[src/verilog/runtime_bank_defs.vh]
// Offsets, reset values and field positions of the runtime register bank
`ifndef RUNTIME_BANK_DEFS_VH
`define RUNTIME_BANK_DEFS_VH

`define ADDR_W 7
`define DATA_W 8

`define OFS_PIN13_CONTROL 7'h26
`define OFS_PIN14_CONTROL 7'h27
`define OFS_PIN15_CONTROL 7'h28
`define OFS_PIN16_CONTROL 7'h29
`define OFS_PIN17_CONTROL 7'h2a
`define OFS_PIN20_CONTROL 7'h2b
`define OFS_PIN21_CONTROL 7'h2c
`define OFS_PIN22_CONTROL 7'h2d
`define OFS_RESERVED_2E 7'h2e
`define OFS_PIN24_CONTROL 7'h2f
`define OFS_PIN25_CONTROL 7'h30
`define OFS_PIN26_CONTROL 7'h31
`define OFS_PIN27_CONTROL 7'h32
`define OFS_PIN30_CONTROL 7'h33
`define OFS_PIN31_CONTROL 7'h34
`define OFS_PIN32_CONTROL 7'h35
`define OFS_PIN33_CONTROL 7'h36
`define OFS_PIN34_CONTROL 7'h37
`define OFS_PIN35_CONTROL 7'h38
`define OFS_PIN36_CONTROL 7'h39
`define OFS_PIN37_CONTROL 7'h3a
`define OFS_PIN40_CONTROL 7'h3b
`define OFS_PIN41_CONTROL 7'h3c
`define OFS_PIN42_CONTROL 7'h3d
`define OFS_PIN43_CONTROL 7'h3e
`define OFS_PIN50_CONTROL 7'h3f
`define OFS_PIN51_CONTROL 7'h40
`define OFS_PIN52_CONTROL 7'h41
`define OFS_PIN53_CONTROL 7'h42
`define OFS_PIN54_CONTROL 7'h43
`define OFS_PIN55_CONTROL 7'h44
`define OFS_PIN56_CONTROL 7'h45
`define OFS_PIN57_CONTROL 7'h46
`define OFS_PIN60_CONTROL 7'h47
`define OFS_PIN61_CONTROL 7'h48
`define OFS_IO_GROUP1_DATA 7'h4b
`define OFS_IO_GROUP2_DATA 7'h4c
`define OFS_IO_GROUP3_DATA 7'h4d
`define OFS_IO_GROUP4_DATA 7'h4e
`define OFS_IO_GROUP5_DATA 7'h4f
`define OFS_IO_GROUP6_DATA 7'h50
`define OFS_FAN_ONE_OUTPUT 7'h56
`define OFS_FAN_TWO_OUTPUT 7'h57
`define OFS_FAN_CONTROL 7'h58
`define OFS_FAN_ONE_TACH_COUNT 7'h59
`define OFS_FAN_TWO_TACH_COUNT 7'h5a
`define OFS_FAN_ONE_TACH_PRELOAD 7'h5b
`define OFS_FAN_TWO_TACH_PRELOAD 7'h5c
`define OFS_INDICATOR_ONE_CONTROL 7'h5d
`define OFS_INDICATOR_TWO_CONTROL 7'h5e
`define OFS_KEY_SCAN_CODE 7'h5f

`define RST_PIN_CONTROL 8'h01
`define RST_PIN34_CONTROL 8'h05
`define RST_PIN35_CONTROL 8'h04
`define RST_PIN53_CONTROL 8'h00
`define RST_MAIN_PIN3233 8'h00
`define RST_IO_GROUP 8'h00
`define RST_FAN_OUTPUT 8'h00
`define RST_FAN_CONTROL 8'h50
`define RST_TACH 8'h00
`define RST_INDICATOR 8'h00
`define RST_ZERO 8'h00

// Pin control and group data field positions
`define PIN_DIR_BIT 0
`define PIN43_FUNC_HI 3
`define PIN43_FUNC_LO 2
`define PIN43_FUNC_LOCK 2'b01
`define GROUP5_CLR_BIT 3

`endif

[src/verilog/fan_tach_counter.v]
// Fan tachometer pulse counter with software preload
`timescale 1ns/100ps
module fan_tach_counter #(
  parameter WIDTH = 8
) (
  // Clock and reset
  input wire sys_clk,
  input wire rst,
  // Tachometer pin
  input wire tach_pin,
  // Preload from register bank
  input wire preload_load,
  input wire [WIDTH-1:0] preload_value,
  // Count seen by software
  output reg [WIDTH-1:0] count
);

  reg tach_meta;
  reg tach_sync;
  reg tach_prev;

  always @(posedge sys_clk) begin
    if (rst) begin
      tach_meta <= 1'b0;
      tach_sync <= 1'b0;
      tach_prev <= 1'b0;
      count <= {WIDTH{1'b0}};
    end else begin
      tach_meta <= tach_pin;
      tach_sync <= tach_meta;
      tach_prev <= tach_sync;
      if (preload_load) begin
        count <= preload_value;
      end else if (tach_sync && !tach_prev && count != {WIDTH{1'b1}}) begin
        // Saturate so a stalled read never sees a wrapped small value
        count <= count + {{(WIDTH-1){1'b0}}, 1'b1};
      end
    end
  end

endmodule

[src/verilog/runtime_gpio_fan_register_bank.v]
// Runtime register bank: pin control, group data, fan and indicator registers
`timescale 1ns/100ps
`include "runtime_bank_defs.vh"
module runtime_gpio_fan_register_bank (
  // Clock and standby-supply power-on reset
  input wire sys_clk,
  input wire rst,
  // Other reset sources, synchronous levels
  input wire hard_reset,
  input wire main_por,
  // Register port at the runtime I/O base
  input wire [`ADDR_W-1:0] reg_addr,
  input wire reg_write,
  input wire reg_read,
  input wire [`DATA_W-1:0] reg_wdata,
  output reg [`DATA_W-1:0] reg_rdata,
  output reg reg_rvalid,
  // Pins
  input wire pin43_level,
  input wire fan_one_tach_pin,
  input wire fan_two_tach_pin,
  // Parallel port status path
  input wire parport_activate,
  input wire parport_irq_in,
  output reg parport_irq_status,
  // Lock for the device-disable register
  output reg device_disable_locked,
  // Power-on set pulses for wake and management status
  output reg [1:0] wake_status_bank_four_set,
  output reg [1:0] mgmt_irq_status_bank_four_set,
  output reg wake_status_bank_five_set,
  // Fan and indicator outputs
  output reg [`DATA_W-1:0] fan_one_duty,
  output reg [`DATA_W-1:0] fan_two_duty,
  output reg [`DATA_W-1:0] fan_mode,
  output reg [`DATA_W-1:0] indicator_one,
  output reg [`DATA_W-1:0] indicator_two
);

  reg [`DATA_W-1:0] bank [0:127];
  reg pin43_meta;
  reg pin43_sync;
  reg main_por_prev;
  wire [`DATA_W-1:0] fan_one_count;
  wire [`DATA_W-1:0] fan_two_count;
  wire [1:0] tach_pins;
  wire [1:0] preload_hit;
  wire [2*`DATA_W-1:0] tach_counts;
  wire write_hit;
  wire por_edge;
  integer i;
  genvar ch;

  // Standby-supply defaults of every mapped register
  function [`DATA_W-1:0] reset_value;
    input [`ADDR_W-1:0] ofs;
    begin
      if (ofs >= `OFS_PIN13_CONTROL && ofs <= `OFS_PIN22_CONTROL) begin
        reset_value = `RST_PIN_CONTROL;
      end else if (ofs >= `OFS_PIN24_CONTROL &&
                   ofs <= `OFS_PIN61_CONTROL) begin
        case (ofs)
          `OFS_PIN34_CONTROL: reset_value = `RST_PIN34_CONTROL;
          `OFS_PIN35_CONTROL: reset_value = `RST_PIN35_CONTROL;
          `OFS_PIN53_CONTROL: reset_value = `RST_PIN53_CONTROL;
          default: reset_value = `RST_PIN_CONTROL;
        endcase
      end else if (ofs == `OFS_FAN_CONTROL) begin
        reset_value = `RST_FAN_CONTROL;
      end else begin
        // Group data, fan outputs, preload and indicators all start at zero
        reset_value = `RST_ZERO;
      end
    end
  endfunction

  // Offsets that hold storage software may write
  function writable;
    input [`ADDR_W-1:0] ofs;
    begin
      if (ofs >= `OFS_PIN13_CONTROL && ofs <= `OFS_PIN22_CONTROL) begin
        writable = 1'b1;
      end else if (ofs >= `OFS_PIN24_CONTROL &&
                   ofs <= `OFS_PIN61_CONTROL) begin
        writable = 1'b1;
      end else if (ofs >= `OFS_IO_GROUP1_DATA &&
                   ofs <= `OFS_IO_GROUP6_DATA) begin
        writable = 1'b1;
      end else if (ofs >= `OFS_FAN_ONE_OUTPUT &&
                   ofs <= `OFS_FAN_CONTROL) begin
        writable = 1'b1;
      end else if (ofs >= `OFS_FAN_ONE_TACH_PRELOAD &&
                   ofs <= `OFS_KEY_SCAN_CODE) begin
        writable = 1'b1;
      end else begin
        // 0x2e, tach counts and every other reserved hole
        writable = 1'b0;
      end
    end
  endfunction

  // Preloads must not slip through while a reset holds the bank
  assign write_hit = reg_write && !hard_reset && !main_por &&
                     writable(reg_addr);
  assign por_edge = main_por && !main_por_prev;
  assign tach_pins = {fan_two_tach_pin, fan_one_tach_pin};
  assign preload_hit = {write_hit && reg_addr == `OFS_FAN_TWO_TACH_PRELOAD,
                        write_hit && reg_addr == `OFS_FAN_ONE_TACH_PRELOAD};
  assign fan_one_count = tach_counts[`DATA_W-1:0];
  assign fan_two_count = tach_counts[2*`DATA_W-1:`DATA_W];

  // Register storage and per-source resets
  always @(posedge sys_clk) begin
    if (rst) begin
      for (i = 0; i < 128; i = i + 1) begin
        bank[i] <= reset_value(i[`ADDR_W-1:0]);
      end
    end else if (hard_reset || main_por) begin
      bank[`OFS_PIN32_CONTROL] <= `RST_MAIN_PIN3233;
      bank[`OFS_PIN33_CONTROL] <= `RST_MAIN_PIN3233;
      bank[`OFS_PIN35_CONTROL] <= `RST_PIN35_CONTROL;
      bank[`OFS_PIN53_CONTROL] <= `RST_PIN53_CONTROL;
      bank[`OFS_PIN43_CONTROL][`PIN43_FUNC_HI:`PIN43_FUNC_LO] <=
        2'b00;
      bank[`OFS_IO_GROUP3_DATA][`PIN43_FUNC_HI:`PIN43_FUNC_LO] <=
        2'b00;
      bank[`OFS_IO_GROUP5_DATA][`GROUP5_CLR_BIT] <= 1'b0;
    end else if (write_hit) begin
      // No soft reset input: a soft reset leaves this bank alone
      bank[reg_addr] <= reg_wdata;
    end
  end

  // Read port, one cycle of latency
  always @(posedge sys_clk) begin
    if (rst) begin
      reg_rdata <= 8'h00;
      reg_rvalid <= 1'b0;
    end else begin
      reg_rvalid <= reg_read;
      if (!reg_read) begin
        reg_rdata <= 8'h00;
      end else if (reg_addr == `OFS_FAN_ONE_TACH_COUNT) begin
        reg_rdata <= fan_one_count;
      end else if (reg_addr == `OFS_FAN_TWO_TACH_COUNT) begin
        reg_rdata <= fan_two_count;
      end else if (writable(reg_addr)) begin
        reg_rdata <= bank[reg_addr];
      end else begin
        reg_rdata <= 8'h00;
      end
    end
  end

  // Pin synchroniser, lock and parallel port status
  always @(posedge sys_clk) begin
    if (rst) begin
      pin43_meta <= 1'b0;
      pin43_sync <= 1'b0;
      device_disable_locked <= 1'b0;
      parport_irq_status <= 1'b1;
    end else begin
      pin43_meta <= pin43_level;
      pin43_sync <= pin43_meta;
      device_disable_locked <=
        (bank[`OFS_PIN43_CONTROL][`PIN43_FUNC_HI:`PIN43_FUNC_LO] ==
         `PIN43_FUNC_LOCK) && pin43_sync;
      parport_irq_status <= parport_activate ? parport_irq_in
                                             : 1'b1;
    end
  end

  // Main-supply power-on set pulses; direction sampled before it clears
  always @(posedge sys_clk) begin
    if (rst) begin
      main_por_prev <= 1'b0;
      wake_status_bank_four_set <= 2'b00;
      mgmt_irq_status_bank_four_set <= 2'b00;
      wake_status_bank_five_set <= 1'b0;
    end else begin
      main_por_prev <= main_por;
      wake_status_bank_four_set <= {
        por_edge && bank[`OFS_PIN33_CONTROL][`PIN_DIR_BIT],
        por_edge && bank[`OFS_PIN32_CONTROL][`PIN_DIR_BIT]};
      mgmt_irq_status_bank_four_set <= {
        por_edge && bank[`OFS_PIN33_CONTROL][`PIN_DIR_BIT],
        por_edge && bank[`OFS_PIN32_CONTROL][`PIN_DIR_BIT]};
      wake_status_bank_five_set <=
        por_edge && bank[`OFS_PIN53_CONTROL][`PIN_DIR_BIT];
    end
  end

  // Output copies of the fan and indicator registers
  always @(posedge sys_clk) begin
    if (rst) begin
      fan_one_duty <= `RST_FAN_OUTPUT;
      fan_two_duty <= `RST_FAN_OUTPUT;
      fan_mode <= `RST_FAN_CONTROL;
      indicator_one <= `RST_INDICATOR;
      indicator_two <= `RST_INDICATOR;
    end else begin
      fan_one_duty <= bank[`OFS_FAN_ONE_OUTPUT];
      fan_two_duty <= bank[`OFS_FAN_TWO_OUTPUT];
      fan_mode <= bank[`OFS_FAN_CONTROL];
      indicator_one <= bank[`OFS_INDICATOR_ONE_CONTROL];
      indicator_two <= bank[`OFS_INDICATOR_TWO_CONTROL];
    end
  end

  // One counter per fan, each with its own preload strobe
  generate
    for (ch = 0; ch < 2; ch = ch + 1) begin : g_tach
      fan_tach_counter #(
        .WIDTH(`DATA_W)
      ) u_fan_tach_counter (
        .sys_clk(sys_clk),
        .rst(rst),
        .tach_pin(tach_pins[ch]),
        .preload_load(preload_hit[ch]),
        .preload_value(reg_wdata),
        .count(tach_counts[ch*`DATA_W +: `DATA_W])
      );
    end
  endgenerate

endmodule

[config.mk]
export PLATFORM = sky130hd
export DESIGN_NAME = runtime_gpio_fan_register_bank
export DESIGN_NICKNAME = d
export VERILOG_FILES = /design/src/verilog/fan_tach_counter.v /design/src/verilog/runtime_gpio_fan_register_bank.v
export VERILOG_INCLUDE_DIRS = /design/src /design/src/verilog
export SDC_FILE = /design/constraint.sdc
export NUM_CORES = 1
export LEC_CHECK = 0
export BUFFER_PORTS_ARGS = -buffer_cell sky130_fd_sc_hd__buf_2
export CAP_MARGIN = 10
export CELL_PAD_IN_SITES_DETAIL_PLACEMENT = 1
export CELL_PAD_IN_SITES_GLOBAL_PLACEMENT = 1
export CORE_MARGIN = 3
export CORE_UTILIZATION = 25
export CTS_BUF_LIST = sky130_fd_sc_hd__clkbuf_4 sky130_fd_sc_hd__clkbuf_8 sky130_fd_sc_hd__clkbuf_16
export DETAILED_ROUTE_END_ITERATION = 12
export GPL_ROUTABILITY_DRIVEN = 0
export PLACE_DENSITY = 0.47
export SLEW_MARGIN = 30
export SYNTH_ARGS = -nofsm -noshare
export SYNTH_HDL_FRONTEND = slang
export SYNTH_SLANG_ARGS = --single-unit
[constraint.sdc]
create_clock -name sys_clk -period 4.03 [get_ports sys_clk]
set_input_delay 0.806 -clock sys_clk [delete_from_list [all_inputs] [get_ports sys_clk]]
set_output_delay 0.806 -clock sys_clk [all_outputs]
set_load 0.03 [all_outputs]
Yosys cells after proc, flatten, opt, wreduce, memory -nomap -nowiden
Memory sizes are Yosys's and may differ from the RTL's. A register that Yosys moved wholly into a read port is not among the register bits.
Cells that the tools add are included.
{"block": "totals", "out_inout_bits": 56, "memories": 1, "in_bits": 26, "elab_cells": 116, "ram_bits": 1024, "ff_bits": 39}
{"memory": "bank", "words": 128, "width": 8, "rd": 10, "rd_clocked_by_memory_dff": 5, "write_ports": 128, "line_no": "runtime_gpio_fan_register_bank.v:40", "text": "reg [`DATA_W-1:0] bank [0:127];"}
{"block": "op_classes", "mux": 40, "n_addsub": 2, "reduce_logical": 30, "n_lt_le_gt_ge": 10, "n_eq_ne": 7, "bitwise": 9}
{"operator": "$mux W8", "n": 17}
{"operator": "$eq A7 B7 Y1 const B", "n": 4}
{"operator": "$le A7 B7 Y1 const B", "n": 4}
{"operator": "$ge A7 B7 Y1 const B", "n": 3}
{"operator": "$mux W1", "n": 20}
{"operator": "$logic_and A1 B1 Y1", "n": 19}
{"operator": "$add A8 B1 Y8 const B", "n": 2}
{"operator": "$ne A8 B8 Y1 const B", "n": 2}
{"operator": "$ge A7 B6 Y1 const B", "n": 2}
{"operator": "$reduce_or A8 Y1", "n": 1}
{"operator": "$le A7 B6 Y1 const B", "n": 1}
{"operator": "$mux W7", "n": 1}
{"operator": "$or A1 B1 Y1", "n": 7}
{"operator": "$logic_not A1 Y1", "n": 5}
{"operator": "$mux W2", "n": 2}
{"operator": "$reduce_bool A2 Y1", "n": 2}
{"operator": "$reduce_or A2 Y1", "n": 2}
{"operator": "$eq A2 B1 Y1 const B", "n": 1}
{"operator": "$not A1 Y1", "n": 2}
{"operator": "$logic_or A1 B1 Y1", "n": 1}

Depth between registers and ports, before layout
Gate-level depths: netlist of run 1.
{"block": "depth", "depth_word": 14, "depth_mapped": 12, "mapped_depth_nobuf": 7}

Cells and area by module
From an unflattened synthesis of run 1, not the netlist that was laid out.
{"block": "hier_totals", "cells_unflattened": 1856, "hier_area_um2": 27202.3}
{"mod": "runtime_gpio_fan_register_bank", "cells_each": 1722, "area_per_inst_um2": 26038.7, "instances": 1, "seq_area_each_um2": 17857.1}
{"mod": "fan_tach_counter", "cells_each": 67, "area_per_inst_um2": 581.8, "instances": 2, "seq_area_each_um2": 220.2}

Worst setup path after synthesis of run 1
OpenSTA, ideal clock, no wires.
{"block": "synth_timing", "kind": "input -> register", "start": "input reg_addr[5]", "end": "memory bank[92][0] in the netlist's numbering, enable pin", "slack_ps": 680, "n_path_buf": 4, "arrival_ps": 2976, "setup_time_ps": 375, "cell_stages": 10, "t_required_ps": 3655, "cell_sequence": "buf_4 -> nand2b_1 -> buf_2 -> or3_4 -> a22o_2 -> a31oi_2 -> buf_4 -> buf_4 -> nand2_1 -> o21bai_1"}
{"item": "from (decl)", "line_no": "runtime_gpio_fan_register_bank.v:12", "text": "input wire [`ADDR_W-1:0] reg_addr,"}
{"item": "to (decl)", "line_no": "runtime_gpio_fan_register_bank.v:40"}

==> reports/qor.yml, run 1 <==
cts_hold_buf: 0
slowest_stage: "nor3_1"
drtIter0Drc: 2065
synth_area_leader_cell: "edfxtp_1"
path_class: "in -> reg"
endpoint_kind: "flip-flop"
synth_flop_cell: "edfxtp_1"
grt_max_degree: 164
critical_path_arrival_ns: 3.54
path_delay_family: "simple AND/OR/NAND/NOR gates"
portBuffers: 81
coreArea_mm2: 0.138
yosysSeqAreaShare: 0.674
clk_pin_slew_worst_paths_ns: 0.06
reg2reg_setup_slack_ns: 1.41
slew_headroom: 0.327
path_max_fanout: 19
critPathLaunchType: "input port"
finalSetupViolations: 0
required_ns: 4.41
powerDensity_mw_per_mm2: 486
pwr-share-comb: 0.078
drt_first_pass_iters: 5
cp_common_cell: "buf_4"
async_flop_share: 0
synth_compound_area_frac: 0.0365
num_vias: 20956
syn_avg_cell_area_um2: 15.5
finalMaxSlewViolations: 0
io_pins: 82
cts-root-buf: "clkbuf_16"
setup_tns_ns: 0
first_global_vias: 22046
drc: 0
seq_power_share: 0.482
synth_top_area_share: 0.623
dieHeight_um: 380
yosysUniqueCellTypes: 88
fin_skew_ns: 0.0681
cts_tree: "yes"
die_w_um: 380
cts_setup_buffers: 0
dpl.hpwl_um: 82500
status: "complete, no violations"
h-tree-depth: 3
period_needed_ns: 3.16
switching_share: 0.238
path_buf_inv: 2
placed_area_mm2: 0.0389
dieArea_mm2: 0.144
ant_nets: 0
final_layout_size_suffix_gt1_frac: 0.223
vdd_ir_drop_max_v: 0.000317
synthAdderAreaFrac: 0.000717
areaGrowthSynthToFinish_pct: 21.0
hold_viol_final: 0
cts_sinks: 814
synth.ff_latch_count: 814
hold_slack_ns: 0.307
hold_path.class: "in -> reg"
clk_latency_ns: 0.73
track_usage: 0.162
synthTopCellsByArea: "edfxtp_1 (62%), mux4_2 (11%), dfxtp_1 (5.1%), nor2_1 (3.0%), clkbuf_1 (1.7%)"
antenna_found_initial: 14
cts_buffer_depth: 3
cap_violations: 0
final_cell_area_mm2: 0.0423
tightest_slew_ns: 1.01
grt_pass1_wl_um: 166000
vias_per_cell: 4.54
p_leak_nw: 14.9
multi_input_area_mm2: 0.0114
p_int_w: 0.0156
synthSimpleGateAreaFrac: 0.106
clkPwrFrac: 0.440
switching_power_w: 0.00490
cts_made_buffers: 97
synth_xor_area_frac: 0.00301
wl_per_cell_um: 25.4
cpPeakStageDelay_ns: 0.67
synth_top_family_by_area: "multiplexers"
period_share: 0.784
floorplan.initialDensity: 0.253
seq_area_mm2: 0.0236
postSynthCellCount: 2250
n_fill_cell: 14709
rsz0062_at_grt: "no"
synth-edff-count: 725
synth_area_mm2: 0.0349
fmax_mhz: 317
fin_nets: 2702
routed_wl_um: 117000
cts_resized: 0
yosys_warnings: 0
synth_mux_area_frac: 0.142
rows: 136
crit_chain: "buf_4, or3_4, and2_1, o22ai_2, o31ai_2, buf_4, nor3_1, or2_2"
overflow: 0
## area by class of cell
type                    count  area share
diodes                      2    0.000118
clock buffers             131      0.0662
clock inverters            48      0.0124
inverters                   7    0.000622
multi-input cells        1535       0.270
flip-flops and latches    814       0.557
well taps                1863      0.0551
repair buffers            219      0.0382
## cells by family (layout without fill, tap and decap cells)
logic type                 count (synthesis)  in the layout
xor gates and xnor gates                  12             12
DFF                                      814            814
muxes                                    258            258
and+or+nand+nor                          749            749
AOI/OAI and AO/OA                        163            163
other                                      1            353
adders and majority gates                  2              2
buffers and inverters                    251            405
## registers in the layout, summed over array words and instances, names as in the netlist
name,count
bank,735
indicator_one,8
mgmt_irq_status_bank_four_set,2
g_tach.u_fan_tach_counter.count,16
main_por_prev,1
indicator_two,8
parport_irq_status,1
pin43_sync,1
wake_status_bank_five_set,1
g_tach.u_fan_tach_counter.tach_sync,2
g_tach.u_fan_tach_counter.tach_prev,2
reg_rvalid,1
reg_rdata,8
g_tach.u_fan_tach_counter.tach_meta,2
fan_mode,8
fan_two_duty,8
device_disable_locked,1
pin43_meta,1
fan_one_duty,8
## worst paths after layout
kind,end,start,cells after the start
max,bank[52][6],reg_addr[2],8
min,parport_irq_status,parport_irq_in,2
max reg2reg,reg_rdata[2],bank[88][2],6
min reg2reg,g_tach[0].u_fan_tach_counter.tach_sync,g_tach[0].u_fan_tach_counter.tach_meta,1
## metrics by stage
stage	std cells	total power, W	util	worst slack, ns
floorplan	2600	0.0110	-	0.680
finish	4619	0.0205	0.306	0.871
global route	4617	0.0213	0.306	0.799
detailed placement	4438	0.0117	0.282	-0.00242
CTS	4617	0.0208	0.306	0.736
global placement	4438	0.0116	0.282	-0.0515
## power by group through the flow
stage | Combinational [W] | Clock [W] | Sequential [W]
after floorplan | 0.000941 | 0 | 0.0100
after global placement | 0.00159 | 0 | 0.0101
after detailed placement | 0.00160 | 0 | 0.0101
after CTS | 0.00161 | 0.00932 | 0.00991
after global routing | 0.00170 | 0.00966 | 0.00994
final | 0.00160 | 0.00904 | 0.00990
## layout by cell type (no fill, tap or decap), types with 13 or more instances in the layout
cell and instances:
buf_2 76, nand2_1 128, nor3_1 28, clkinv_1 15, a21oi_1 21, conb_1 351, and2_1 87, a21o_1 17
o21bai_1 13, nand3_1 32, buf_4 128, o21ai_0 15, edfxtp_1 725, and3_1 42, dfxtp_1 89, nor2_1 276
clkbuf_4 23, clkbuf_16 101, mux2_2 19, mux2i_1 55, clkinv_2 13, nor2b_1 62, mux4_2 174, nand2b_1 27
## cell usage after synthesis (4+ instances only)
cell,n
nand2b_1,27
a22o_1,6
mux4_1,10
nand3_1,32
nor2b_1,62
nor3_1,29
mux2i_1,55
o21bai_1,13
a21o_1,17
buf_12,7
nor4_1,5
a21oi_1,21
and3_1,42
a2111oi_0,4
a221oi_1,9
buf_2,31
nor2_1,276
edfxtp_1,725
or2_2,11
buf_6,15
nand3b_1,10
or3_1,9
and4_1,7
a31oi_1,4
nand4_1,4
a211oi_1,10
buf_1,5
o22ai_1,8
clkbuf_1,161
mux2_2,19
and2_1,87
inv_1,7
dfxtp_1,89
a22oi_1,9
xor2_1,10
buf_4,22
nand2_1,128
mux4_2,174
o21ai_0,15
## per-layer routing
layer | vias to the layer above | share of wire | GRT usage
met1 | 11119 | 0.44 | 0.219
met3 | 188 | 0.071 | 0.0409
met5 | - | 0 | 0
met2 | 654 | 0.46 | 0.253
li1 | 8995 | - | -
met4 | 0 | 0.036 | 0.0563
(Power assumes the default switching activity.)
==> run 2, diff against run 1 <==
--- a/config.mk
+++ b/config.mk
@@ -6,6 +6,7 @@
 export SDC_FILE = /design/constraint.sdc
 export NUM_CORES = 1
 export LEC_CHECK = 0
+export ABC_AREA = 1
 export BUFFER_PORTS_ARGS = -buffer_cell sky130_fd_sc_hd__buf_2
 export CAP_MARGIN = 10
 export CELL_PAD_IN_SITES_DETAIL_PLACEMENT = 1
@@ -15,7 +16,7 @@
 export CTS_BUF_LIST = sky130_fd_sc_hd__clkbuf_4 sky130_fd_sc_hd__clkbuf_8 sky130_fd_sc_hd__clkbuf_16
 export DETAILED_ROUTE_END_ITERATION = 12
 export GPL_ROUTABILITY_DRIVEN = 0
-export PLACE_DENSITY = 0.47
+export PLACE_DENSITY = 0.49
 export SLEW_MARGIN = 30
 export SYNTH_ARGS = -nofsm -noshare
 export SYNTH_HDL_FRONTEND = slang
==> constraint.sdc (replaced) <==
create_clock -name sys_clk -period 3.3 [get_ports sys_clk]
set_input_delay 0.66 -clock sys_clk [delete_from_list [all_inputs] [get_ports sys_clk]]
set_output_delay 0.66 -clock sys_clk [all_outputs]
set_load 0.03 [all_outputs]
==> reports/qor.yml, run 2 <==
status: "complete, no violations"  # unchanged
seq_area_mm2: 0.0284  # was 0.0236 mm^2
finalMaxSlewViolations: 0  # unchanged
h-tree-depth: 3  # unchanged
fin_nets: 4400  # was 2702
routed_wl_um: 134000  # was 117000 um
dieHeight_um: 407  # was 380 um
synth_flop_cell: "edfxtp_1"  # unchanged
reg_top3: "bank: 896 flops, g_tach.u_fan_tach_counter.count: 16 flops"  # was bank: 735 flops, g_tach.u_fan_tach_counter.count: 16 flops
rows: 146  # was 136
worst_slack_ns: 0.590  # was 0.871 ns
drtIter0Drc: 1982  # was 2065
synth.ff_latch_count: 975  # was 814
slowest_stage: "buf_4"  # was nor3_1
yosys_warnings: 0  # unchanged
synth_mux_area_frac: 0  # was 0.142
synth_xor_area_frac: 0.00284  # was 0.00301
synthSimpleGateAreaFrac: 0.175  # was 0.106
path_max_fanout: 24  # was 19
crit_chain: "buf_2, inv_2, nand2_4, buf_12, buf_4, nor2_1, nor2_1, nand3_1, nand3_1, nand2_1, nand2_1, nand2_1, nor2_1, nand2_1, nand2_1, nand2_1, a21oi_1"  # was buf_4, or3_4, and2_1, o22ai_2, o31ai_2, buf_4, nor3_1, or2_2
pre_cts_slack_ns: -0.226  # was -0.00242 ns
cts_tree: "yes"  # unchanged
period_share: 0.821
layout_commonest_cell: "nor2_1"  # was edfxtp_1
period_needed_ns: 2.71
postSynthCellCount: 3627  # was 2250
synth-edff-count: 886  # was 725
endpoint_kind: "flip-flop"  # unchanged
die_w_um: 407  # was 380 um
hold_path.class: "in -> reg"  # unchanged
finalSetupViolations: 0  # unchanged
rsz0062_at_grt: "no"  # unchanged
track_usage: 0.161  # was 0.162
io_pins: 82  # unchanged
path_class: "in -> reg"  # unchanged
required_ns: 3.96  # was 4.41 ns
yosysUniqueCellTypes: 45  # was 88
synth_area_leader_cell: "edfxtp_1"  # unchanged
setup_tns_ns: 0  # unchanged
topRoutingLayerUsed: "met4"  # unchanged
multi_input_area_mm2: 0.0118  # was 0.0114 mm^2
cts_made_buffers: 115  # was 97
clk_latency_ns: 0.74  # was 0.73 ns
async_flop_share: 0  # unchanged
powerDensity_mw_per_mm2: 574  # was 486 mW/mm^2
syn_avg_cell_area_um2: 11.1  # was 15.5 um^2
cts_setup_buffers: 0  # unchanged
dr_wl_met3_um: 5260  # was 8380 um
cts_hold_buf: 0  # unchanged
cts-root-buf: "clkbuf_16"  # unchanged
final_cell_area_mm2: 0.0511  # was 0.0423 mm^2
drt_first_pass_iters: 5  # unchanged
stdcell_count: 6542  # was 4619
grt_pass1_wl_um: 196000  # was 166000 um
fin_skew_ns: 0.0411  # was 0.0681 ns
placed_area_mm2: 0.0474  # was 0.0389 mm^2
cp_common_cell: "nand2_1"  # was buf_4
coreArea_mm2: 0.159  # was 0.138 mm^2
cpPeakStageDelay_ns: 0.36  # was 0.67 ns
dpl.hpwl_um: 88800  # was 82500 um
cts_sinks: 975  # was 814
dieArea_mm2: 0.165  # was 0.144 mm^2
critical_path_arrival_ns: 3.37  # was 3.54 ns
cts_buffer_depth: 3  # unchanged
met1_length_um: 61900  # was 51100 um
areaGrowthSynthToFinish_pct: 27.4  # was 21.0%
yosysSeqAreaShare: 0.707  # was 0.674
dp.cells: 6326  # was 4438
floorplan.initialDensity: 0.253  # about the same
grt_max_degree: 175  # was 164
final_layout_size_suffix_gt1_frac: 0.157  # was 0.223
p_leak_nw: 19.7  # was 14.9 nW
synthTopCellsByArea: "edfxtp_1 (66%), nor2_1 (9.0%), dfxtp_1 (4.4%), nand2_1 (3.8%), o22ai_1 (2.6%)"  # was edfxtp_1 (62%), mux4_2 (11%), dfxtp_1 (5.1%), nor2_1 (3.0%), clkbuf_1 (1.7%)
final_cell_mix: "nor2_1 (958), edfxtp_1 (886), conb_1 (512), nand2_1 (397), buf_4 (246)"  # was edfxtp_1 (725), conb_1 (351), nor2_1 (276), mux4_2 (174)
tightest_slew_ns: 0.964  # was 1.01 ns
slew_headroom: 0.357  # was 0.327
n_fill_cell: 17838  # was 14709
synth_common_cells: "nor2_1 (961), edfxtp_1 (886), nand2_1 (405)"  # was edfxtp_1 (725), nor2_1 (276), mux4_2 (174)
cap_violations: 0  # unchanged
synth_top_family_by_area: "simple AND/OR/NAND/NOR gates"  # was multiplexers
portBuffers: 81  # unchanged
total_power_w: 0.0293  # was 0.0205 W
num_vias: 28400  # was 20956
ant_nets: 0  # unchanged
fmax_mhz: 369
cts_resized: 0  # unchanged
first_global_vias: 29218  # was 22046
hold_viol_final: 0  # unchanged
largest_reg_flops: 896  # was 735
met2_length_um: 63300  # was 53700 um
wl_per_cell_um: 20.5  # was 25.4 um
synth_area_mm2: 0.0401  # was 0.0349 mm^2
synthAdderAreaFrac: 0.000624  # was 0.000717
top_register: "bank"  # unchanged
synth_top_area_share: 0.663  # was 0.623
synth_compound_area_frac: 0.0664  # was 0.0365
antenna_found_initial: 5  # was 14
vdd_ir_drop_max_v: 0.000390  # was 0.000317 V
vias_per_cell: 4.34  # was 4.54
critPathLaunchType: "input port"  # unchanged
overflow: 0  # unchanged
yosysMostFrequentCell: "nor2_1"  # was edfxtp_1
drc: 0  # unchanged
clk_pin_slew_worst_paths_ns: 0.06  # about the same
==> run 2: layer usage <==
metal  GRT usage  vias to the layer above
met4      0.0467                        0
met2       0.266                      470
met3      0.0232                      171
li1            -                    13437
met1       0.221                    14322
met5           0                        -
==> run 2: critical path: cells and delay by family <==
kind	cells	cell delay (ns)
AOI/OAI and AO/OA	1	0.19
buffers and inverters	4	1.04
and+or+nand+nor	12	1.42
==> run 2: kinds of logic (layout without fill, tap and decap cells) <==
family,count (synthesis),count (layout)
AO/OA/AOI/OAI,451,451
adder cells (fa/ha/maj),2,2
AND/OR/NAND/NOR,1693,1693
other,1,514
XOR/XNOR,13,13
buffers and inverters,492,822
flip-flops,975,975
==> run 2: power breakdown <==
part	switching, W	internal [W]
sequential	0.000225	0.0143
clock	0.00515	0.00733
combinational	0.00160	0.000724
total	0.00697	0.0224
==> run 2: stage by stage <==
step                hold WS (ns)   util
floorplan                  0.388      -
global placement           0.389  0.298
detailed placement         0.399  0.298
CTS                       0.0384  0.321
global route              0.0806  0.322
finish                     0.115  0.322
==> run 2: final timing paths <==
kind	startpoint	to	slack [ns]	cells past startpoint
setup / recovery	reg_addr[0]	reg_rdata[2]	0.59	17
setup reg to reg	bank[48][2]	reg_rdata[2]	1.27	12
hold / removal	parport_activate	parport_irq_status	0.12	2
hold reg to reg	g_tach[0].u_fan_tach_counter.tach_meta	g_tach[0].u_fan_tach_counter.tach_sync	0.41	2
==> run 2: layout make-up <==
type / count / area share
clock buffer: 157 / 0.0644
antenna: 2 / 0.0000979
clock inverter: 56 / 0.00840
multi-input combinational: 2671 / 0.231
tap: 2072 / 0.0507
inverter: 205 / 0.0151
timing repair buffer: 404 / 0.0749
sequential: 975 / 0.555
